**config.mk**
```make
export PLATFORM = sky130hd
export DESIGN_NAME = mfd_datapath
export DESIGN_NICKNAME = d
export VERILOG_FILES = /design/src/core/mfd_pkg.sv /design/src/core/mfd_datapath.sv
export SDC_FILE = /design/constraint.sdc
export NUM_CORES = 1
export LEC_CHECK = 0
export BUFFER_PORTS_ARGS = -buffer_cell sky130_fd_sc_hd__buf_2
export CORE_AREA = 3 3 198 200
export CTS_BUF_LIST = sky130_fd_sc_hd__clkbuf_4 sky130_fd_sc_hd__clkbuf_8 sky130_fd_sc_hd__clkbuf_16
export DETAILED_ROUTE_END_ITERATION = 8
export DIE_AREA = 0 0 201 203
export SLEW_MARGIN = 20
export SYNTH_ARGS = -nofsm -noshare
export SYNTH_HDL_FRONTEND = slang
export SYNTH_SLANG_ARGS = --single-unit
```
**constraint.sdc**
```tcl
create_clock -name sys_clk -period 9.2 [get_ports sys_clk]
set_input_delay 0 -clock sys_clk [delete_from_list [all_inputs] [get_ports sys_clk]]
set_output_delay 0 -clock sys_clk [all_outputs]
set_load 0.03 [all_outputs]
```
**src/core/mfd_pkg.sv**
```systemverilog
package mfd_pkg;

  // ------------------------------------------------------------------
  // Register map (byte addresses on the Avalon-MM slave)
  // ------------------------------------------------------------------
  localparam logic [3:0]  CTRL_OFS       = 4'h0;
  localparam logic [3:0]  STAT_OFS       = 4'h4;
  localparam logic [3:0]  IRQ_STAT_OFS   = 4'h8;
  localparam logic [3:0]  IRQ_MASK_OFS   = 4'hc;

  // Control fields
  localparam int          CTRL_REL_LSB   = 0;
  localparam int          CTRL_REL_W     = 4;
  localparam int          CTRL_HIGH_BIT  = 4;
  localparam int          CTRL_WIDE_BIT  = 5;
  localparam logic [3:0]  REL_RESET      = 4'h6;
  localparam logic        HIGH_RESET     = 1'b1;
  localparam logic        WIDE_RESET     = 1'b1;

  // Status fields
  localparam int          STAT_CNT_W     = 16;
  localparam int          STAT_OP_LSB    = 16;

  // Interrupt status / mask bits
  localparam int          IRQ_W          = 3;
  localparam int          IRQ_RESV_BIT   = 0;
  localparam int          IRQ_ZERO_BIT   = 1;
  localparam int          IRQ_ODD_BIT    = 2;
  localparam logic [2:0]  IRQ_MASK_RESET = 3'h0;

  // Release thresholds
  localparam logic [3:0]  REL_HIGH_WORD  = 4'h2;
  localparam logic [3:0]  REL_SIX        = 4'h6;

  // ------------------------------------------------------------------
  // Operations and carriers
  // ------------------------------------------------------------------
  typedef enum logic [3:0] {
    OP_SYS_WORD   = 4'b0000,
    OP_SYS_HIGH   = 4'b0001,
    OP_FLOAT_LOW  = 4'b0010,
    OP_FLOAT_HIGH = 4'b0011,
    OP_COP2_WORD  = 4'b0100,
    OP_COP2_HIGH  = 4'b0101,
    OP_UPPER_PROD = 4'b0110,
    OP_BOTTOM_PROD= 4'b0111,
    OP_FLOAT_MOVE = 4'b1000
  } mfd_op_t;

  typedef struct packed {
    mfd_op_t     op;
    logic [4:0]  targetIndex;
    logic [4:0]  sysRegNum;
    logic [2:0]  sysRegSel;
    logic [4:0]  sourceFloatIndex;
    logic [4:0]  destFloatIndex;
    logic [7:0]  cop2Code;
    logic        pairedFmt;
  } mfd_req_t;

  typedef struct packed {
    logic        valid;
    logic [4:0]  index;
    logic [31:0] data;
  } mfd_gpr_wr_t;

  typedef struct packed {
    logic        valid;
    logic [4:0]  index;
    logic [63:0] data;
  } mfd_fpr_wr_t;

endpackage

```
**src/core/mfd_datapath.sv**
```systemverilog
`timescale 1ns/1ps
module mfd_datapath
  import mfd_pkg::*;
(
  // Clock and reset
  input  wire logic              sys_clk,
  input  wire logic              reset,
  // Avalon-MM register slave
  input  wire logic [3:0]        avsAddress,
  input  wire logic              avsRead,
  input  wire logic              avsWrite,
  input  wire logic [31:0]       avsWriteData,
  input  wire logic [3:0]        avsByteEnable,
  output logic      [31:0]       avsReadData,
  output logic                   avsWaitRequest,
  // Instruction request from decode
  input  wire logic              reqValid,
  input  wire mfd_pkg::mfd_req_t reqIn,
  output logic                   reqReady,
  // System-control register array port
  output logic      [4:0]        sysRegNum,
  output logic      [2:0]        sysRegSel,
  input  wire logic [63:0]       sysRegData,
  input  wire logic              sysRegImplemented,
  input  wire logic              sysRegExtended,
  // Float register file port
  output logic      [4:0]        floatRdIndex,
  input  wire logic [63:0]       floatRdData,
  output mfd_pkg::mfd_fpr_wr_t   floatWr,
  // Coprocessor 2 register array port
  output logic      [7:0]        cop2Code,
  input  wire logic [63:0]       cop2Data,
  input  wire logic              cop2Exists,
  input  wire logic              cop2Wide,
  // Multiply result registers
  input  wire logic [31:0]       multiplyUpperWord,
  input  wire logic [31:0]       multiplyBottomWord,
  // Results to writeback
  output mfd_pkg::mfd_gpr_wr_t   gprWr,
  output logic                   reservedInstr,
  output logic                   irq
);
  import mfd_pkg::*;

  // ------------------------------------------------------------------
  // Register state
  // ------------------------------------------------------------------
  logic [3:0]            release_q;
  logic                  highSupported_q;
  logic                  wideFloatMode_q;
  logic [STAT_CNT_W-1:0] moveCount_q;
  mfd_op_t               lastOp_q;
  logic [IRQ_W-1:0]      irqStatus_q;
  logic [IRQ_W-1:0]      irqMask_q;
  logic                  ack_q;
  logic [31:0]           readData_q;
  mfd_gpr_wr_t           gprWr_q;
  mfd_fpr_wr_t           floatWr_q;
  logic                  reservedInstr_q;

  // ------------------------------------------------------------------
  // Bus decode
  // ------------------------------------------------------------------
  wire logic busReq     = avsRead | avsWrite;
  wire logic busDone    = busReq & ack_q;
  wire logic hitCtrl    = (avsAddress == CTRL_OFS);
  wire logic hitStat    = (avsAddress == STAT_OFS);
  wire logic hitIrqStat = (avsAddress == IRQ_STAT_OFS);
  wire logic hitIrqMask = (avsAddress == IRQ_MASK_OFS);
  wire logic wrCtrl     = avsWrite & busDone & hitCtrl & avsByteEnable[0];
  wire logic wrMask     = avsWrite & busDone & hitIrqMask & avsByteEnable[0];
  wire logic rdClear    = avsRead & busDone & hitIrqStat;

  // One wait cycle per access; read data captured in that cycle
  assign avsWaitRequest = busReq & ~ack_q;
  assign avsReadData    = readData_q;

  // Register read mux; unmapped offsets read zero
  logic [31:0] readMux;
  assign readMux = hitCtrl    ? {26'h0, wideFloatMode_q, highSupported_q, release_q} :
                   hitStat    ? {12'h0, lastOp_q, moveCount_q} :
                   hitIrqStat ? {29'h0, irqStatus_q} :
                   hitIrqMask ? {29'h0, irqMask_q} : 32'h0;

  // ------------------------------------------------------------------
  // Datapath decode
  // ------------------------------------------------------------------
  // The block answers every cycle; no stall toward decode
  assign reqReady     = 1'b1;
  assign sysRegNum    = reqIn.sysRegNum;
  assign sysRegSel    = reqIn.sysRegSel;
  assign floatRdIndex = reqIn.sourceFloatIndex;
  assign cop2Code     = reqIn.cop2Code;

  wire logic relAtLeastTwo = (release_q >= REL_HIGH_WORD);
  wire logic relAtLeastSix = (release_q >= REL_SIX);
  wire logic isSysWord     = (reqIn.op == OP_SYS_WORD);
  wire logic isSysHigh     = (reqIn.op == OP_SYS_HIGH);
  wire logic isFloatLow    = (reqIn.op == OP_FLOAT_LOW);
  wire logic isFloatHigh   = (reqIn.op == OP_FLOAT_HIGH);
  wire logic isCop2Word    = (reqIn.op == OP_COP2_WORD);
  wire logic isCop2High    = (reqIn.op == OP_COP2_HIGH);
  wire logic isUpper       = (reqIn.op == OP_UPPER_PROD);
  wire logic isBottom      = (reqIn.op == OP_BOTTOM_PROD);
  wire logic isMove        = (reqIn.op == OP_FLOAT_MOVE);
  wire logic isLegalOp     = isSysWord | isSysHigh | isFloatLow | isFloatHigh |
                             isCop2Word | isCop2High | isUpper | isBottom | isMove;

  // Narrow float mode with an odd index has no defined high word
  wire logic oddNarrow = ~wideFloatMode_q & reqIn.sourceFloatIndex[0];

  // Reserved-instruction conditions
  // high access gate
  wire logic resvHigh = isSysHigh & ~highSupported_q;
  wire logic resvEarly = (isFloatHigh | isCop2High) & ~relAtLeastTwo;
  wire logic resvProd = (isUpper | isBottom) & relAtLeastSix;
  // Paired move was withdrawn together with the product copies
  wire logic resvPaired = isMove & reqIn.pairedFmt & relAtLeastSix;
  wire logic resvAny = ~isLegalOp | resvHigh | resvEarly | resvProd | resvPaired;

  // Missing register cases; zero is returned whenever the operation is not reserved
  // zero unless reserved (float and cop2 high words below release 2, system high word without high support)
  wire logic sysMissing  = isSysWord & ~sysRegImplemented;
  wire logic highMissing = isSysHigh & ~(sysRegImplemented & sysRegExtended);
  wire logic cop2Missing = (isCop2Word & ~cop2Exists) |
                           (isCop2High & ~(cop2Exists & cop2Wide));
  wire logic zeroUsed    = sysMissing | highMissing | cop2Missing |
                           (isFloatHigh & oddNarrow);

  // Result selection
  logic [31:0] sysWordVal;
  logic [31:0] sysHighVal;
  logic [31:0] floatHighVal;
  logic [31:0] cop2WordVal;
  logic [31:0] cop2HighVal;
  logic [31:0] gprResult;
  assign sysWordVal = sysRegImplemented ? sysRegData[31:0] : 32'h0;
  assign sysHighVal = (sysRegImplemented & sysRegExtended) ? sysRegData[63:32] : 32'h0;
  assign floatHighVal = oddNarrow ? 32'h0 : floatRdData[63:32];
  assign cop2WordVal = cop2Exists ? cop2Data[31:0] : 32'h0;
  assign cop2HighVal = (cop2Exists & cop2Wide) ? cop2Data[63:32] : 32'h0;
  assign gprResult = isSysWord   ? sysWordVal :
                     isSysHigh   ? sysHighVal :
                     isFloatLow  ? floatRdData[31:0] :
                     isFloatHigh ? floatHighVal :
                     isCop2Word  ? cop2WordVal :
                     isCop2High  ? cop2HighVal :
                     isUpper     ? multiplyUpperWord :
                     isBottom    ? multiplyBottomWord : 32'h0;

  wire logic fire    = reqValid & reqReady;
  wire logic gprFire = fire & ~resvAny & ~isMove;
  wire logic fprFire = fire & ~resvAny & isMove;

  // Events for the interrupt status register
  logic [IRQ_W-1:0] irqEvent;
  assign irqEvent[IRQ_RESV_BIT] = fire & resvAny;
  assign irqEvent[IRQ_ZERO_BIT] = fire & ~resvAny & (sysMissing | highMissing | cop2Missing);
  assign irqEvent[IRQ_ODD_BIT]  = fire & ~resvAny & isFloatHigh & oddNarrow;

  // ------------------------------------------------------------------
  // Bus slave and control registers
  // ------------------------------------------------------------------
  // Ack toggles so back-to-back accesses each see one wait cycle
  always_ff @(posedge sys_clk or posedge reset) begin
    if (reset) begin
      ack_q      <= 1'b0;
      readData_q <= 32'h0;
    end else begin
      ack_q      <= busReq & ~ack_q;
      readData_q <= readMux;
    end
  end

  // Control register; steers release gating and float mode
  always_ff @(posedge sys_clk or posedge reset) begin
    if (reset) begin
      release_q       <= REL_RESET;
      highSupported_q <= HIGH_RESET;
      wideFloatMode_q <= WIDE_RESET;
    end else if (wrCtrl) begin
      release_q       <= avsWriteData[CTRL_REL_LSB +: CTRL_REL_W];
      highSupported_q <= avsWriteData[CTRL_HIGH_BIT];
      wideFloatMode_q <= avsWriteData[CTRL_WIDE_BIT];
    end
  end

  // Interrupt mask
  always_ff @(posedge sys_clk or posedge reset) begin
    if (reset) begin
      irqMask_q <= IRQ_MASK_RESET;
    end else if (wrMask) begin
      irqMask_q <= avsWriteData[IRQ_W-1:0];
    end
  end

  // Sticky status; a new event wins over the read clear
  always_ff @(posedge sys_clk or posedge reset) begin
    if (reset) begin
      irqStatus_q <= '0;
    end else begin
      irqStatus_q <= (rdClear ? '0 : irqStatus_q) | irqEvent;
    end
  end

  assign irq = |(irqStatus_q & irqMask_q);

  // Completed-move counter and last operation, visible in status
  always_ff @(posedge sys_clk or posedge reset) begin
    if (reset) begin
      moveCount_q <= '0;
      lastOp_q    <= OP_SYS_WORD;
    end else if (fire) begin
      moveCount_q <= moveCount_q + STAT_CNT_W'(gprFire | fprFire);
      lastOp_q    <= reqIn.op;
    end
  end

  // ------------------------------------------------------------------
  // Result stage
  // ------------------------------------------------------------------
  // Operands are sampled in the issue cycle, so later writers of the
  // multiply registers cannot disturb a result already captured.
  // sample at issue
  always_ff @(posedge sys_clk or posedge reset) begin
    if (reset) begin
      gprWr_q         <= '0;
      floatWr_q       <= '0;
      reservedInstr_q <= 1'b0;
    end else begin
      gprWr_q.valid   <= gprFire;
      gprWr_q.index   <= reqIn.targetIndex;
      gprWr_q.data    <= gprResult;
      floatWr_q.valid <= fprFire;
      floatWr_q.index <= reqIn.destFloatIndex;
      floatWr_q.data  <= floatRdData;
      reservedInstr_q <= fire & resvAny;
    end
  end

  assign gprWr         = gprWr_q;
  assign floatWr       = floatWr_q;
  assign reservedInstr = reservedInstr_q;
endmodule // mfd_datapath

```
Word-level counts from Yosys, hierarchy flattened
Cells that the tools add are included.
{"block": "totals", "regBits": 162, "in_bits": 341, "out_inout_bits": 165, "elab_cells": 111}
{"block": "classes", "add_sub_neg": 1, "order_cmp": 2, "eq_ne": 11, "mux": 18, "n_bitwise": 60, "reduce_logical": 3}
{"cell": "32-bit two-way mux", "n": 13}
{"cell": "20-bit two-way mux", "n": 2}
{"cell": "1-bit bitwise AND", "n": 28}
{"cell": "4-bit by 3-bit == test with 1-bit output, second input constant", "n": 5}
{"cell": "1-bit bitwise OR", "n": 19}
{"cell": "16-bit by 1-bit adder with 16-bit output", "n": 1}
{"cell": "4-bit == test, second input constant", "n": 3}
{"cell": "1-bit NOT", "n": 11}
{"cell": "3-bit two-way mux", "n": 3}
{"cell": "4-bit by 2-bit == test with 1-bit output, second input constant", "n": 2}
{"cell": "4-bit zero test", "n": 2}
{"cell": "4-bit by 1-bit == test with 1-bit output, second input constant", "n": 1}
{"cell": "4-bit by 2-bit >= comparator with 1-bit output, second input constant", "n": 1}
{"cell": "4-bit by 3-bit >= comparator with 1-bit output, second input constant", "n": 1}
{"cell": "3-bit bitwise AND", "n": 1}
{"cell": "3-bit bitwise OR", "n": 1}
{"cell": "3-bit OR reduction", "n": 1}

Longest topological paths before layout
{"block": "logic_depth", "depth_word": 19, "mapped_depth": 12, "ltp_nobuf": 10}

Least setup slack after synthesis
Ideal clock, no wire load.
{"block": "synth_timing", "path_kind": "register to register", "start": "register highSupported_q", "end": "register moveCount_q[10]", "setup_time_ns": 0.123, "arrival_time_ns": 2.034, "required_time_ns": 9.077, "setup_slack_ns": 7.043, "path_stages_with_launch": 11, "n_path_buf": 0, "period_less_slack_ns": 2.157, "cell_sequence": "dfstp_2 -> nor3_1 -> o32ai_4 -> o2111ai_2 -> inv_1 -> ha_1 -> ha_1 -> inv_1 -> nor3_1 -> nand3_1 -> xnor2_1"}
{"block": "synth_via", "elab_chain_len": 11, "word_cells_on_any_way": 12, "classes_between": "add/sub (1); bitwise (11)"}
{"item": "start: declaration", "line_no": "mfd_datapath.sv:49", "text": "logic highSupported_q;"}
{"item": "start signal: assignment", "line_no": "mfd_datapath.sv:183", "text": "highSupported_q <= avsWriteData[CTRL_HIGH_BIT];"}
{"item": "1-bit NOT (*)", "line_no": "mfd_datapath.sv:114", "text": "wire logic resvHigh = isSysHigh & ~highSupported_q;"}
{"item": "1-bit bitwise AND (*)", "line_no": "mfd_datapath.sv:114"}
{"item": "1-bit bitwise OR (*) (4 in series)", "line_no": "mfd_datapath.sv:119", "text": "wire logic resvAny = ~isLegalOp | resvHigh | resvEarly | resvProd | resvPaired;"}
{"item": "1-bit NOT (*)", "line_no": "mfd_datapath.sv:152, mfd_datapath.sv:153"}
{"item": "1-bit bitwise AND (*)", "line_no": "mfd_datapath.sv:152, mfd_datapath.sv:153"}
{"item": "1-bit bitwise AND, on equally long branches", "line_no": "mfd_datapath.sv:152, mfd_datapath.sv:153"}
{"item": "1-bit bitwise OR (*)", "line_no": "mfd_datapath.sv:214", "text": "moveCount_q <= moveCount_q + STAT_CNT_W'(gprFire | fprFire);"}
{"item": "16-bit by 1-bit adder with 16-bit output (*)", "line_no": "mfd_datapath.sv:214"}
{"item": "end signal: assignment", "line_no": "mfd_datapath.sv:214"}
{"item": "end: declaration", "line_no": "mfd_datapath.sv:51", "text": "logic [STAT_CNT_W-1:0] moveCount_q;"}
Every way passes the cells marked *; elsewhere a longest branch is shown, timed or not.
A chain may end at the register's enable or synchronous reset.

Final worst setup path
{"block": "layout_timing", "start": "input port reqIn[35] (netlist name)", "end": "register moveCount_q[10]"}
{"block": "layout_via", "elab_chain_len": 19, "word_cells_on_any_way": 36, "classes_between": "add/sub (1); eq/ne (8); bitwise (26); reduce/logical (1)"}
{"item": "start: declaration", "line_no": "mfd_datapath.sv:18", "text": "input wire mfd_pkg::mfd_req_t reqIn,"}
{"item": "4-bit by 1-bit == test with 1-bit output or 4-bit zero test (tied branches)", "line_no": "mfd_datapath.sv:98, mfd_datapath.sv:97"}
{"item": "1-bit bitwise OR (4 in series)", "line_no": "mfd_datapath.sv:106", "text": "wire logic isLegalOp = isSysWord | isSysHigh | isFloatLow | isFloatHigh |"}
{"item": "1-bit bitwise OR (4 in series)", "line_no": "mfd_datapath.sv:107", "text": "isCop2Word | isCop2High | isUpper | isBottom | isMove;"}
{"item": "1-bit NOT", "line_no": "mfd_datapath.sv:119"}
{"item": "1-bit bitwise OR (4 in series)", "line_no": "mfd_datapath.sv:119"}
{"item": "1-bit NOT", "line_no": "mfd_datapath.sv:152, mfd_datapath.sv:153"}
{"item": "1-bit bitwise AND", "line_no": "mfd_datapath.sv:152, mfd_datapath.sv:153"}
{"item": "1-bit bitwise AND, on equally long branches", "line_no": "mfd_datapath.sv:152, mfd_datapath.sv:153"}
{"item": "1-bit bitwise OR (*)", "line_no": "mfd_datapath.sv:214"}
{"item": "16-bit by 1-bit adder with 16-bit output (*)", "line_no": "mfd_datapath.sv:214"}
Marked as above.

==> metrics.md <==
| Metric | Value |
|---|---|
| Critical Path RT | 9.51 ns |
| Total congestion overflow | 0 |
| Avg Cell Area, Syn | 10.1 sq um |
| Crit path kind | primary input to flip-flop |
| Crit start category | primary input |
| Post-layout nets | 1631 |
| Sequential element share of the synthesized area | roughly 54% |
| PwrDens | 158 nW/um^2 |
| CTS clk-pin slew, worst paths | 0.07 ns |
| Final Skew | 0.0116 ns |
| Max Cap Violations | 0 |
| DR pass1 iterations | 5 |
| Synthesis-to-layout area growth | 62.7% |
| Max IR drop VDD | 0.122 mV |
| Gpl congestion | 0.888 |
| Mux cell area share after synthesis | 2.75% |
| Worst hold path class | primary input to primary output |
| Final period utilization | between 30% and 40% |
| Worst EP arrival | 3.49 ns |
| Netlist cell types | 44 |
| I/O pin count | slightly above 500 |
| Max-slew violations | 0 |
| Number of post-CTS setup repair buffers | 0 |
| Placed Cells | about 1600 |
| Leakage power | 6.05 nW |
| Gr usage total | between 10% and 20% |
| Worst hold slack | about 0.000012 ns |
| Unrepaired setup endpoints after global routing | no |
| First-pass GRT wire length | 51700 um |
| # diodes | 0 |
| WL final | around 36000 um |
| Largest net degree at the start of global routing | 93 |
| ANT nets after route | 0 |
| Clk_lat worst skew | 0.43 ns |
| Core ar. | 37600 sq um |
| Outcome | completed |
| Vias per cell | 4.56 |
| CTS H-Tree Depth | 4 |
| Max transition margin | 32.4% |
| WL/cell | 19.6 um |
| DR iter-0 viols | 713 |
| Post-Synthesis Cell Area | 7550 sq um |
| Hold Fails Final Rpt | 0 |
| Site row count | 71 |
| Port Buf Inserts | approximately 420 |
| Seq cells post-synth | about 160 |
| Main combinational cell family by area after synthesis | compound AO/OA/AOI/OAI gates |
| Die width | 201 um |
| Die area | about 41000 sq um |
| Chip height | 203 um |
| Total CTS buffers | 17 |
| Crit. End Element | flip-flop |
| Synth Area in Compound Gates | between 15 and 20% |
| Initial Utilization | 20.1% |
| Dominant synthesized flop cell | dfrtp_1 |
| Max Freq | 314 MHz |
| XOR/XNOR Fraction of Synth Area | 1.74% |
| EDFF count, synth | 0 |
| Initial antenna violation count | 0 |
| Share of cells above drive strength 1 | 38.4% |
| Setup violations, final | 0 |
| Post-Synthesis Cells | 745 |
| TNS Setup | 0 ns |
| Vias after detailed routing | 8267 |
| Yosys warns | 0 |
| Worst Max-Slew Pin Slew | 1.01 ns |
| FF-to-FF setup slack | 6.57 ns |
| Fillers | 3834 |
| Synth Area in Simple Gates | 13.2% |
| Clock Tree Root | clkbuf_16 |
| Post-synth ARST share | 100% |
| # DRC | 0 |
| Clock Sinks | 162 |
| Post-Layout Cell Count | 1812 |
| Synth Area in Adders | less than 1% |
| Detailed Place HPWL | 24100 um |
| Vias in the first global route | 8640 |
| CTS tree | yes |
| Crit-path max FO | 65 |
| Crit path time final | 3.18 ns |
| Clock Path Buffers | 2 |
==> flip-flops by register name, indices dropped and copies added (netlist names) <==
signal,cells
irqMask_q,3
reservedInstr,1
highSupported_q,1
gprWr,38
wideFloatMode_q,1
irqStatus_q,3
floatWr,70
lastOp_q,4
ack_q,1
moveCount_q,16
release_q,4
avsReadData,20
==> Yosys cell counts (3+ instances only) <==
cell type  number  share of area [%]
a21oi_1        35                2.3
a221oi_1       32                3.7
a22o_1          4               0.46
a22oi_1        67                6.7
and2_1         16                1.3
and3_1          3               0.25
buf_2          27                1.8
buf_4          37                3.7
clkbuf_1       27                1.3
dfrtp_1       158                 52
dfstp_2         4                1.4
inv_1          73                3.6
mux2_2         14                2.1
mux2i_1         5               0.66
nand2_1        75                3.7
nand3_1        38                2.5
nand4_1         5               0.41
nor2_1         11               0.55
nor3_1         35                2.3
o21ai_0         4               0.27
o22ai_1        32                2.7
xnor2_1        13                1.5
==> kinds of logic after synthesis <==
logic type,count (synthesis)
DFF,162
other,2
buffers and inverters,166
adders and majority gates,2
and+or+nand+nor,198
xor gates and xnor gates,15
AOI/OAI and AO/OA,181
muxes,19
==> layout make-up <==
class                      instances  area, sq um  share of cell area, %
clock buffer                      19          440                   3.59
clock inverter                    13          176                   1.44
inverter                          73          279                   2.27
multi-input combinational        428         2770                   22.5
sequential                       162         4060                   33.0
tap                              511          639                   5.21
timing repair buffer             606         3920                   31.9
==> report_power, final <==
group | total [mW] | internal, mW | switching [mW]
Combinational | 0.390 | 0.161 | 0.228
Clock | 0.760 | 0.440 | 0.320
Sequential | 0.794 | 0.764 | 0.0297
Total | 1.94 | 1.37 | 0.578
==> cell usage in the layout, fill, tap and decap left out, types with 11 or more instances in the layout <==
cell and instances:
a21oi_1 34, a221oi_1 32, a22oi_1 67, and2_1 15
buf_2 423, clkbuf_16 17, conb_1 13, dfrtp_1 158
dlygate4sd3_1 173, inv_1 72, mux2_2 14, nand2_1 75
nand3_1 38, nor2_1 11, nor3_1 35, o22ai_1 32
xnor2_1 13
==> critical path, cell delays in order <==
cell and delay (ns):
buf_2 0.07, buf_4 0.50, nand2b_4 0.81, a2bb2oi_1 0.34
o2111ai_2 0.29, inv_1 0.11, ha_1 0.22, ha_1 0.26
inv_1 0.06, nor3_1 0.49, nand3_1 0.16, xnor2_1 0.16
==> repair_timing <==
item                      in CTS  in global routing
hold endpoints to repair     216                  0
resized for setup              0                  0
hold buffers                 173                  0
==> worst paths after layout <==
path / from / cells past startpoint / endpoint
max: reqIn[35] / 12 / moveCount_q[10]$_DFFE_PP0P_
min: reqIn[6] / 0 / cop2Code[5]
max reg2reg: highSupported_q$_DFFE_PP1P_ / 10 / moveCount_q[10]$_DFFE_PP0P_
min reg2reg: moveCount_q[15]$_DFFE_PP0P_ / 1 / moveCount_q[15]$_DFFE_PP0P_
max in group asynchronous: reset / 4 / moveCount_q[5]$_DFFE_PP0P_
min in group asynchronous: reset / 3 / floatWr[68]$_DFF_PP0_
==> layer usage <==
metal | routed length, um | GRT usage (%) | part of all wire (%)
met1 | 14000 | 20.1 | 39
met2 | 17700 | 28.8 | 50
met3 | 2830 | 4.18 | 8.0
met4 | 1070 | 6.68 | 3.0
met5 | 0 | 0 | 0
==> through the flow <==
step | total power [mW] | util, % | worst slack, ns | instance area, sq um
after global routing | 2.02 | 32.7 | 5.69 | 12300
after floorplan | 1.00 | - | 4.83 | 7590
after detailed placement | 1.14 | 26.4 | 5.55 | 9930
after CTS | 1.96 | 32.7 | 6.01 | 12300
after global placement | 1.13 | 26.4 | 5.61 | 9930
final | 1.94 | 32.7 | 6.02 | 12300
Note: power is estimated with default switching activity, not from simulation.
